`config.mk`:
```
export PLATFORM = sky130hd
export DESIGN_NAME = dual_mode_compare_timer
export DESIGN_NICKNAME = d
export VERILOG_FILES = /design/src/design/timer_pkg.sv /design/src/design/timer_src_if.sv /design/src/design/count_source.sv /design/src/design/temp_latch.sv /design/src/design/dual_mode_compare_timer.sv
export SDC_FILE = /design/constraint.sdc
export NUM_CORES = 1
export LEC_CHECK = 0
export ABC_AREA = 1
export BUFFER_PORTS_ARGS = -buffer_cell sky130_fd_sc_hd__buf_2
export CAP_MARGIN = 5
export CORE_AREA = 8 8 111 113
export CTS_BUF_LIST = sky130_fd_sc_hd__clkbuf_16
export DETAILED_ROUTE_END_ITERATION = 10
export DIE_AREA = 0 0 119 121
export HOLD_SLACK_MARGIN = 0.02
export PLACE_DENSITY = 0.71
export SLEW_MARGIN = 20
export SYNTH_ARGS = -nofsm -noshare
export SYNTH_HDL_FRONTEND = slang
export SYNTH_HIERARCHICAL = 1
export SYNTH_SLANG_ARGS = --single-unit
export TNS_END_PERCENT = 100
```
`constraint.sdc`:
```
create_clock -name clk_i -period 2.5 [get_ports clk_i]
set_input_delay 0.5 -clock clk_i [delete_from_list [all_inputs] [get_ports clk_i]]
set_output_delay 0.5 -clock clk_i [all_outputs]
set_load 0.1 [all_outputs]
```
`src/design/timer_pkg.sv`:
```
package timer_pkg;
    localparam int DATA_W = 8;
    localparam int ADDR_W = 16;
    localparam int PRESC_W = 5;
    localparam logic [15:0] ADDR_CTRL = 16'hffb6;
    localparam logic [15:0] ADDR_STAT = 16'hffb7;
    localparam logic [15:0] ADDR_CNT_H = 16'hffb8;
    localparam logic [15:0] ADDR_CNT_L = 16'hffb9;
    localparam logic [15:0] ADDR_CMP_H = 16'hffba;
    localparam logic [15:0] ADDR_CMP_L = 16'hffbb;
    localparam logic [15:0] ADDR_MSTOP = 16'hfffa;
    localparam logic [7:0] CTRL_RESET = 8'h00;
    localparam logic [7:0] STAT_RESET = 8'h00;
    localparam logic [7:0] CNT_RESET = 8'h00;
    localparam logic [7:0] CMP_RESET = 8'hff;
    localparam logic [7:0] MSTOP_RESET = 8'hff;
    localparam logic [7:0] TEMP_RESET = 8'h00;
    localparam logic [7:0] CNT_MAX = 8'hff;
    localparam logic [7:0] WO_READ = 8'hff;
    localparam logic [7:0] UNMAPPED_READ = 8'h00;
    localparam logic [7:0] FLAG_MASK = 8'hcc;
    localparam int CTRL_HIGH_TOGGLE_LEVEL = 7;
    localparam int CTRL_HTOP = 6;
    localparam int CTRL_HSEL_LSB = 4;
    localparam int CTRL_LOW_TOGGLE_LEVEL = 3;
    localparam int ST_HIGH_OVERFLOW_FLAG = 7;
    localparam int ST_HIGH_MATCH_FLAG = 6;
    localparam int ST_HIGH_OVERFLOW_IRQ_ENABLE = 5;
    localparam int ST_CLRH = 4;
    localparam int ST_LOW_OVERFLOW_FLAG = 3;
    localparam int ST_LOW_MATCH_FLAG = 2;
    localparam int ST_LOW_OVERFLOW_IRQ_ENABLE = 1;
    localparam int ST_CLRL = 0;
    localparam int MSTOP_TIMER = 2;
    localparam logic [PRESC_W-1:0] DIV32_END = 5'h1f;
    localparam logic [3:0] DIV16_END = 4'hf;
    localparam logic [1:0] DIV4_END = 2'h3;
    localparam logic [1:0] SUB4_END = 2'h3;
    localparam logic [1:0] SUB_RESET = 2'h0;
    localparam logic [PRESC_W-1:0] PRESC_RESET = 5'h00;
    typedef enum logic [2:0] {
        CKS_EVENT0 = 3'h0,
        CKS_EVENT1 = 3'h1,
        CKS_EVENT2 = 3'h2,
        CKS_NONE = 3'h3,
        CKS_DIV32 = 3'h4,
        CKS_DIV16 = 3'h5,
        CKS_DIV4 = 3'h6,
        CKS_SUB4 = 3'h7
    } clk_sel_t;
endpackage

```
`src/design/timer_src_if.sv`:
```
`timescale 1ns/100ps
interface timer_src_if;
    timer_pkg::clk_sel_t sel;
    logic tick;
    modport ctrl(output sel, input tick);
    modport mux(input sel, output tick);
endinterface

```
`src/design/count_source.sv`:
```
`timescale 1ns/100ps
module count_source #(
    parameter bit HAS_EVENT = 1'b1
) (
    timer_src_if.mux src,
    input wire logic div32_i,
    input wire logic div16_i,
    input wire logic div4_i,
    input wire logic sub4_i,
    input wire logic event_i,
    input wire logic low_power_i
);
    import timer_pkg::*;
    // in low-power modes only the subclock source keeps running
    always_comb begin
        src.tick = 1'b0;
        unique case (src.sel)
            CKS_EVENT0, CKS_EVENT1, CKS_EVENT2: src.tick = HAS_EVENT && event_i && !low_power_i;
            CKS_NONE: src.tick = 1'b0;
            CKS_DIV32: src.tick = div32_i && !low_power_i;
            CKS_DIV16: src.tick = div16_i && !low_power_i;
            CKS_DIV4: src.tick = div4_i && !low_power_i;
            CKS_SUB4: src.tick = sub4_i;
        endcase
    end
endmodule // count_source

```
`src/design/temp_latch.sv`:
```
`timescale 1ns/100ps
module temp_latch (
    input wire logic clk_i,
    input wire logic resetn_i,
    input wire logic ce_i,
    input wire logic load_i,
    input wire logic [timer_pkg::DATA_W-1:0] d_i,
    output logic [timer_pkg::DATA_W-1:0] q_o
);
    import timer_pkg::*;
    // byte holding latch for split 16-bit transfers
    always_ff @(posedge clk_i or negedge resetn_i) begin
        if (!resetn_i) begin
            q_o <= TEMP_RESET;
        end else if (ce_i && load_i) begin
            q_o <= d_i;
        end
    end
endmodule // temp_latch

```
`src/design/dual_mode_compare_timer.sv`:
```
`timescale 1ns/100ps
module dual_mode_compare_timer (
    input wire logic clk_i,
    input wire logic resetn_i,
    input wire logic ce_i,
    input wire logic [timer_pkg::ADDR_W-1:0] addr_i,
    input wire logic [timer_pkg::DATA_W-1:0] wdata_i,
    input wire logic wr_i,
    input wire logic rd_i,
    output logic [timer_pkg::DATA_W-1:0] rdata_o,
    input wire logic sub_tick_i,
    input wire logic low_power_i,
    input wire logic event_input_pin_i,
    input wire logic event_rising_i,
    input wire logic high_irq_enable_i,
    input wire logic low_irq_enable_i,
    input wire logic high_irq_clear_i,
    input wire logic low_irq_clear_i,
    output logic high_toggle_pin_o,
    output logic low_toggle_pin_o,
    output logic high_irq_request_o,
    output logic low_irq_request_o,
    output logic high_irq_o,
    output logic low_irq_o
);
    import timer_pkg::*;

    logic [7:0] ctrl_reg;
    logic [7:0] stat_reg;
    logic [7:0] stat_next;
    logic [7:0] arm_reg;
    logic [7:0] mstop_reg;
    logic [7:0] cnt_h_reg;
    logic [7:0] cnt_l_reg;
    logic [7:0] cmp_h_reg;
    logic [7:0] cmp_l_reg;
    logic [7:0] temp_q;
    logic [7:0] temp_d;
    logic [PRESC_W-1:0] presc_reg;
    logic [1:0] sub_reg;
    logic evt_prev_reg;
    logic mh_prev_reg;
    logic ml_prev_reg;
    logic hreq_next;
    logic lreq_next;

    timer_src_if src_l ();
    timer_src_if src_h ();

    // register decode
    logic wr_ctrl, wr_stat, wr_ch, wr_cl, wr_mh, wr_ml, wr_mstop, rd_stat, rd_ch;
    assign wr_ctrl = ce_i && wr_i && (addr_i == ADDR_CTRL);
    assign wr_stat = ce_i && wr_i && (addr_i == ADDR_STAT);
    assign wr_ch = ce_i && wr_i && (addr_i == ADDR_CNT_H);
    assign wr_cl = ce_i && wr_i && (addr_i == ADDR_CNT_L);
    assign wr_mh = ce_i && wr_i && (addr_i == ADDR_CMP_H);
    assign wr_ml = ce_i && wr_i && (addr_i == ADDR_CMP_L);
    assign wr_mstop = ce_i && wr_i && (addr_i == ADDR_MSTOP);
    assign rd_stat = ce_i && rd_i && (addr_i == ADDR_STAT);
    assign rd_ch = ce_i && rd_i && (addr_i == ADDR_CNT_H);

    logic run, wide;
    assign run = ce_i && mstop_reg[MSTOP_TIMER];
    assign wide = !ctrl_reg[CTRL_HTOP];

    // shared prescaler and subclock divider
    logic div32, div16, div4, sub4, evt_edge;
    assign div32 = (presc_reg == DIV32_END);
    assign div16 = (presc_reg[3:0] == DIV16_END);
    assign div4 = (presc_reg[1:0] == DIV4_END);
    assign sub4 = sub_tick_i && (sub_reg == SUB4_END);
    assign evt_edge = event_rising_i ? (event_input_pin_i && !evt_prev_reg) : (!event_input_pin_i && evt_prev_reg);

    always_ff @(posedge clk_i or negedge resetn_i) begin
        if (!resetn_i) begin
            presc_reg <= PRESC_RESET;
            sub_reg <= SUB_RESET;
            evt_prev_reg <= 1'b0;
        end else if (ce_i) begin
            presc_reg <= presc_reg + 5'h01;
            evt_prev_reg <= event_input_pin_i;
            if (sub_tick_i) begin
                sub_reg <= sub_reg + 2'h1;
            end
        end
    end

    assign src_l.sel = clk_sel_t'(ctrl_reg[2:0]);
    assign src_h.sel = clk_sel_t'(ctrl_reg[CTRL_HSEL_LSB+2:CTRL_HSEL_LSB]);

    count_source #(.HAS_EVENT(1'b1)) u_src_l (
        .src(src_l.mux),
        .div32_i(div32),
        .div16_i(div16),
        .div4_i(div4),
        .sub4_i(sub4),
        .event_i(evt_edge),
        .low_power_i(low_power_i)
    );

    count_source #(.HAS_EVENT(1'b0)) u_src_h (
        .src(src_h.mux),
        .div32_i(div32),
        .div16_i(div16),
        .div4_i(div4),
        .sub4_i(sub4),
        .event_i(1'b0),
        .low_power_i(low_power_i)
    );

    // count, compare, clear and overflow events
    logic tick_l, tick_h, match_h, match_l, wclr, hclr8, lclr8, ovf_h, ovf_l, mh_ev, ml_ev;
    assign tick_l = src_l.tick && run;
    assign match_h = wide ? ({cnt_h_reg, cnt_l_reg} == {cmp_h_reg, cmp_l_reg}) : (cnt_h_reg == cmp_h_reg);
    assign match_l = !wide && (cnt_l_reg == cmp_l_reg);
    assign wclr = wide && tick_l && match_h && stat_reg[ST_CLRH];
    assign tick_h = wide ? (tick_l && (cnt_l_reg == CNT_MAX) && !wclr) : (src_h.tick && run);
    assign hclr8 = !wide && tick_h && match_h && stat_reg[ST_CLRH];
    assign lclr8 = !wide && tick_l && match_l && stat_reg[ST_CLRL];
    assign ovf_h = tick_h && (cnt_h_reg == CNT_MAX) && !hclr8;
    assign ovf_l = !wide && tick_l && (cnt_l_reg == CNT_MAX) && !lclr8;
    assign mh_ev = run && match_h && !mh_prev_reg;
    assign ml_ev = run && match_l && !ml_prev_reg;

    always_ff @(posedge clk_i or negedge resetn_i) begin
        if (!resetn_i) begin
            mh_prev_reg <= 1'b0;
            ml_prev_reg <= 1'b0;
        end else if (run) begin
            mh_prev_reg <= match_h;
            ml_prev_reg <= match_l;
        end
    end

    // byte holding latch: upper write captured, or lower half kept on upper read
    assign temp_d = rd_ch ? cnt_l_reg : wdata_i;
    temp_latch u_temp (
        .clk_i(clk_i),
        .resetn_i(resetn_i),
        .ce_i(ce_i),
        .load_i(wide && (wr_ch || wr_mh || rd_ch)),
        .d_i(temp_d),
        .q_o(temp_q)
    );

    always_ff @(posedge clk_i or negedge resetn_i) begin
        if (!resetn_i) begin
            cnt_l_reg <= CNT_RESET;
        end else if (wr_cl) begin
            cnt_l_reg <= wdata_i;
        end else if (wclr || lclr8) begin
            cnt_l_reg <= CNT_RESET;
        end else if (tick_l) begin
            cnt_l_reg <= cnt_l_reg + 8'h01;
        end
    end

    always_ff @(posedge clk_i or negedge resetn_i) begin
        if (!resetn_i) begin
            cnt_h_reg <= CNT_RESET;
        end else if (wr_cl && wide) begin
            cnt_h_reg <= temp_q;
        end else if (wr_ch && !wide) begin
            cnt_h_reg <= wdata_i;
        end else if (wclr || hclr8) begin
            cnt_h_reg <= CNT_RESET;
        end else if (tick_h) begin
            cnt_h_reg <= cnt_h_reg + 8'h01;
        end
    end

    always_ff @(posedge clk_i or negedge resetn_i) begin
        if (!resetn_i) begin
            cmp_h_reg <= CMP_RESET;
            cmp_l_reg <= CMP_RESET;
        end else begin
            if (wr_ml && wide) begin
                cmp_h_reg <= temp_q;
            end else if (wr_mh && !wide) begin
                cmp_h_reg <= wdata_i;
            end
            if (wr_ml) begin
                cmp_l_reg <= wdata_i;
            end
        end
    end

    // control registers
    always_ff @(posedge clk_i or negedge resetn_i) begin
        if (!resetn_i) begin
            ctrl_reg <= CTRL_RESET;
        end else if (wr_ctrl) begin
            ctrl_reg <= wdata_i;
        end
    end

    always_ff @(posedge clk_i or negedge resetn_i) begin
        if (!resetn_i) begin
            mstop_reg <= MSTOP_RESET;
        end else if (wr_mstop) begin
            mstop_reg <= wdata_i;
        end
    end

    // status flags: software can only clear an armed flag, hardware set wins
    always_comb begin
        stat_next = stat_reg;
        if (wr_stat) begin
            stat_next = (stat_reg & FLAG_MASK & ~(arm_reg & ~wdata_i)) | (wdata_i & ~FLAG_MASK);
        end
        if (ovf_h) begin
            stat_next[ST_HIGH_OVERFLOW_FLAG] = 1'b1;
        end
        if (mh_ev) begin
            stat_next[ST_HIGH_MATCH_FLAG] = 1'b1;
        end
        if (ovf_l) begin
            stat_next[ST_LOW_OVERFLOW_FLAG] = 1'b1;
        end
        if (ml_ev) begin
            stat_next[ST_LOW_MATCH_FLAG] = 1'b1;
        end
    end

    always_ff @(posedge clk_i or negedge resetn_i) begin
        if (!resetn_i) begin
            stat_reg <= STAT_RESET;
        end else if (ce_i) begin
            stat_reg <= stat_next;
        end
    end

    always_ff @(posedge clk_i or negedge resetn_i) begin
        if (!resetn_i) begin
            arm_reg <= STAT_RESET;
        end else if (rd_stat) begin
            arm_reg <= stat_reg & FLAG_MASK;
        end else if (wr_stat) begin
            arm_reg <= STAT_RESET;
        end
    end

    // interrupt request flags and gated requests
    assign hreq_next = mh_ev || (ovf_h && stat_reg[ST_HIGH_OVERFLOW_IRQ_ENABLE]) || (high_irq_request_o && !high_irq_clear_i);
    assign lreq_next = ml_ev || (ovf_l && stat_reg[ST_LOW_OVERFLOW_IRQ_ENABLE]) || (low_irq_request_o && !low_irq_clear_i);

    always_ff @(posedge clk_i or negedge resetn_i) begin
        if (!resetn_i) begin
            high_irq_request_o <= 1'b0;
            low_irq_request_o <= 1'b0;
            high_irq_o <= 1'b0;
            low_irq_o <= 1'b0;
        end else if (ce_i) begin
            high_irq_request_o <= hreq_next;
            low_irq_request_o <= lreq_next;
            high_irq_o <= high_irq_request_o && high_irq_enable_i;
            low_irq_o <= low_irq_request_o && low_irq_enable_i;
        end
    end

    // toggle outputs
    always_ff @(posedge clk_i or negedge resetn_i) begin
        if (!resetn_i) begin
            high_toggle_pin_o <= 1'b0;
            low_toggle_pin_o <= 1'b0;
        end else if (wr_ctrl) begin
            high_toggle_pin_o <= wdata_i[CTRL_HIGH_TOGGLE_LEVEL];
            low_toggle_pin_o <= wdata_i[CTRL_LOW_TOGGLE_LEVEL];
        end else begin
            if (mh_ev) begin
                high_toggle_pin_o <= !high_toggle_pin_o;
            end
            if (ml_ev) begin
                low_toggle_pin_o <= !low_toggle_pin_o;
            end
        end
    end

    // read data
    always_ff @(posedge clk_i or negedge resetn_i) begin
        if (!resetn_i) begin
            rdata_o <= UNMAPPED_READ;
        end else if (ce_i && rd_i) begin
            unique case (addr_i)
                ADDR_CTRL: rdata_o <= WO_READ;
                ADDR_STAT: rdata_o <= stat_reg;
                ADDR_CNT_H: rdata_o <= cnt_h_reg;
                ADDR_CNT_L: rdata_o <= wide ? temp_q : cnt_l_reg;
                ADDR_CMP_H: rdata_o <= cmp_h_reg;
                ADDR_CMP_L: rdata_o <= cmp_l_reg;
                ADDR_MSTOP: rdata_o <= mstop_reg;
                default: rdata_o <= UNMAPPED_READ;
            endcase
        end
    end
endmodule // dual_mode_compare_timer

```
==> flow_metrics.env <==
export IMPL_status="finished, final reports clean"
export IMPL_cts_root_buffer="sky130_fd_sc_hd__clkbuf_16"
export IMPL_place_hpwl_mm=14.0
export IMPL_pin_count=51
export IMPL_post_place_cells=981
export IMPL_timing_final_setup_violations=0
export IMPL_final_hold_viol_count=0
export IMPL_dpl_cell_area_sq_um=6180
export IMPL_io_buffer_count=50
export IMPL_worstSetupEndpointType="flip-flop"
export IMPL_timing_setup_critical_path_class="flip-flop to flip-flop"
export IMPL_firstDrtPassIters=6
export IMPL_clk_path_buf_depth=2
export IMPL_layout_drive_gt1_share_pct=19.3
export IMPL_wl_mm=18.2
export IMPL_core_region_area_sq_um=10600
export IMPL_regToRegStartpoint="presc_reg[0]"
export IMPL_crit_path_max_fanout=5
export IMPL_global_route_congestion_overflow_total=0
export IMPL_clock_skew_ns=0.00603
export IMPL_fin_hold_ws_ns=0.0497
export IMPL_crit_required_ns=2.73
export IMPL_grt_max_degree=45
export IMPL_cellInternalPower_mw=2.64
export IMPL_post_route_period_util_pct=96.5
export IMPL_timing_fmax_ghz=0.415
export IMPL_power_per_cell_area_nw_per_um2=529
export IMPL_cp_start_kind="flip-flop"
export IMPL_share_comb_of_total_power_pct=10.1
export IMPL_tritoncts_num_sinks=90
export IMPL_ctsHtreeMaxLevel=3
export IMPL_critical_path_launch_point="presc_reg[0]"
export IMPL_clk_pin_slew_worst_paths_ns=0.07
export IMPL_worst_slew_pin_slew_ns=0.522
export IMPL_power_share_clock_pct=45.3
export IMPL_finalCriticalPeriod_ns=2.41
export IMPL_finalMaxSlewViolations=0
export IMPL_cp_data_arrival_time_ns=2.64
export IMPL_floorplan_die_height_um=121
export IMPL_grt_pass1_wl_mm=29.2
export IMPL_placement_rows=38
export IMPL_number_of_global_route_vias_before_repair=5469
export IMPL_finish_instance_area_sq_um=6600
export IMPL_nNetsFinal=897
export IMPL_grt_setup_unrepaired="yes"
export IMPL_number_of_antenna_violations_at_the_first_check_in_global_routing=0
export IMPL_drt_first_iter_violations=641
export IMPL_numCtsBuffers=9
export IMPL_post_synth_inst_count=781
export IMPL_post_synth_cell_area_avg_sq_um=7.20
export IMPL_post_route_drc_count=0
export IMPL_power_switching_fraction_pct=24.4
export IMPL_route_detailed_wl_per_inst_um=18.2
export IMPL_slew_headroom_pct=65.1
export IMPL_switchingPower_uw=853
export IMPL_vias_per_cell=5.69
export IMPL_initial_core_util_pct=53.1
export IMPL_fin_ws_ns=0.0880
export IMPL_static_leakage_power_nw=3.32
export IMPL_min_path_type="input port to asynchronous set/reset pin"
export IMPL_fp_dieArea_sq_um=14400
export IMPL_antennaDiodeCount=0
export IMPL_preCtsSetupSlack_ns=-0.0405
export IMPL_track_usage_pct=25.7
export IMPL_cell_area_after_synthesis_sq_um=5630
export IMPL_routabilityCongestion=0.999
export IMPL_p_seq_share_pct=44.6
export IMPL_vias=5686
export IMPL_yosysWarningCount=6
export IMPL_drv_max_cap_violation_count=0
export IMPL_clk_insertion_delay_late_ns=0.34
export IMPL_synthToLayoutAreaGrowth_pct=17.3
export IMPL_antenna_violating_nets_post_route=0
export IMPL_post_syn_nets=823
export IMPL_post_layout_nonfiller_instances=1000
export IMPL_worst_ir_drop_vdd_uv=342
export IMPL_tritoncts="built"
export IMPL_final_util_pct=62.3
export IMPL_die_x_um=119
-- metrics by stage --
step           power, mW  TNS, ns
3_3_place_gp        1.89        0
3_5_place_dp        1.92   -0.170
4_1_cts             3.48        0
2_1_floorplan       1.74        0
6_report            3.49        0
5_1_grt             3.61   -0.843
-- final timing paths --
path / endpoint / cells after the start / slack (ns)
setup / recovery: cnt_l_reg[4] / 17 / 0.09
setup reg to reg: cnt_l_reg[4] / 17 / 0.09
min in group clk_i: low_irq_o / 3 / 0.38
hold / removal: evt_prev_reg / 1 / 0.05
hold reg to reg: u_temp/q_o[4] / 2 / 0.47
max in group asynchronous: cmp_h_reg[4] / 2 / 1.74
-- power groups by stage --
| stage | sequential, mW | combinational [mW] | clock, mW |
|---|---|---|---|
| floorplan | 1.58 | 0.165 | 0 |
| global placement | 1.58 | 0.311 | 0 |
| detailed placement | 1.58 | 0.330 | 0 |
| CTS | 1.56 | 0.334 | 1.59 |
| global route | 1.56 | 0.401 | 1.65 |
| finish | 1.56 | 0.354 | 1.58 |
-- critical path: stages, from the launching register on --
cell and delay [ns]:
sky130_fd_sc_hd__dfrtp_1 0.36, sky130_fd_sc_hd__ha_2 0.19, sky130_fd_sc_hd__and3_4 0.18, sky130_fd_sc_hd__ha_2 0.17
sky130_fd_sc_hd__nor2_1 0.04, sky130_fd_sc_hd__nand2_1 0.05, sky130_fd_sc_hd__nand3_1 0.06, sky130_fd_sc_hd__nand2_1 0.06
sky130_fd_sc_hd__nand2_1 0.06, sky130_fd_sc_hd__nand2_2 0.10, sky130_fd_sc_hd__nand2_4 0.08, sky130_fd_sc_hd__buf_4 0.15
sky130_fd_sc_hd__inv_1 0.08, sky130_fd_sc_hd__nand4_1 0.21, sky130_fd_sc_hd__nand3_2 0.22, sky130_fd_sc_hd__nor2_1 0.07
sky130_fd_sc_hd__o21ai_1 0.13, sky130_fd_sc_hd__o21ai_1 0.08
-- cell usage in the layout (no fill, tap or decap), types with 4 or more instances in the layout --
cell                        instances
sky130_fd_sc_hd__a21oi_1           25
sky130_fd_sc_hd__nand3_1           55
sky130_fd_sc_hd__o22ai_1           15
sky130_fd_sc_hd__buf_4             27
sky130_fd_sc_hd__o21ai_1           19
sky130_fd_sc_hd__dfrtp_1           66
sky130_fd_sc_hd__nand3_2            5
sky130_fd_sc_hd__nor3_4             4
sky130_fd_sc_hd__dfstp_2           24
sky130_fd_sc_hd__nand2_1          224
sky130_fd_sc_hd__xor2_1            13
sky130_fd_sc_hd__nand2_2            7
sky130_fd_sc_hd__clkbuf_16          9
sky130_fd_sc_hd__inv_2              9
sky130_fd_sc_hd__inv_1             98
sky130_fd_sc_hd__nor2_1            73
sky130_fd_sc_hd__nor3_1             8
sky130_fd_sc_hd__o221ai_1           5
sky130_fd_sc_hd__xnor2_1            7
sky130_fd_sc_hd__nor2_4             5
sky130_fd_sc_hd__nor2_2             6
sky130_fd_sc_hd__o21ai_0           50
sky130_fd_sc_hd__buf_2             49
sky130_fd_sc_hd__nand4_1           22
-- area by class of cell --
type,count,area [sq um]
fillers,980,4000
flip-flops and latches,90,2280
well taps,140,175
multi-input cells,569,2910
inverters,107,402
clock inverters,7,118
repair buffers,78,488
clock buffers,9,225
-- routing by layer --
| metal | GRT usage, % | wire length (um) |
|---|---|---|
| met5 | 0 | 0 |
| met2 | 40.7 | 8170 |
| met3 | 4.47 | 1700 |
| met1 | 34.1 | 7750 |
| met4 | 11.0 | 591 |
-- repair_timing --
item | CTS | global route
cloned | 0 | 1
pin swaps | 0 | 5
setup buffers | 0 | 2
hold buffers | 0 | 0
endpoints found under the setup margin | 6 | 18
resized for setup | 1 | 22
(Power assumes the default switching activity.)
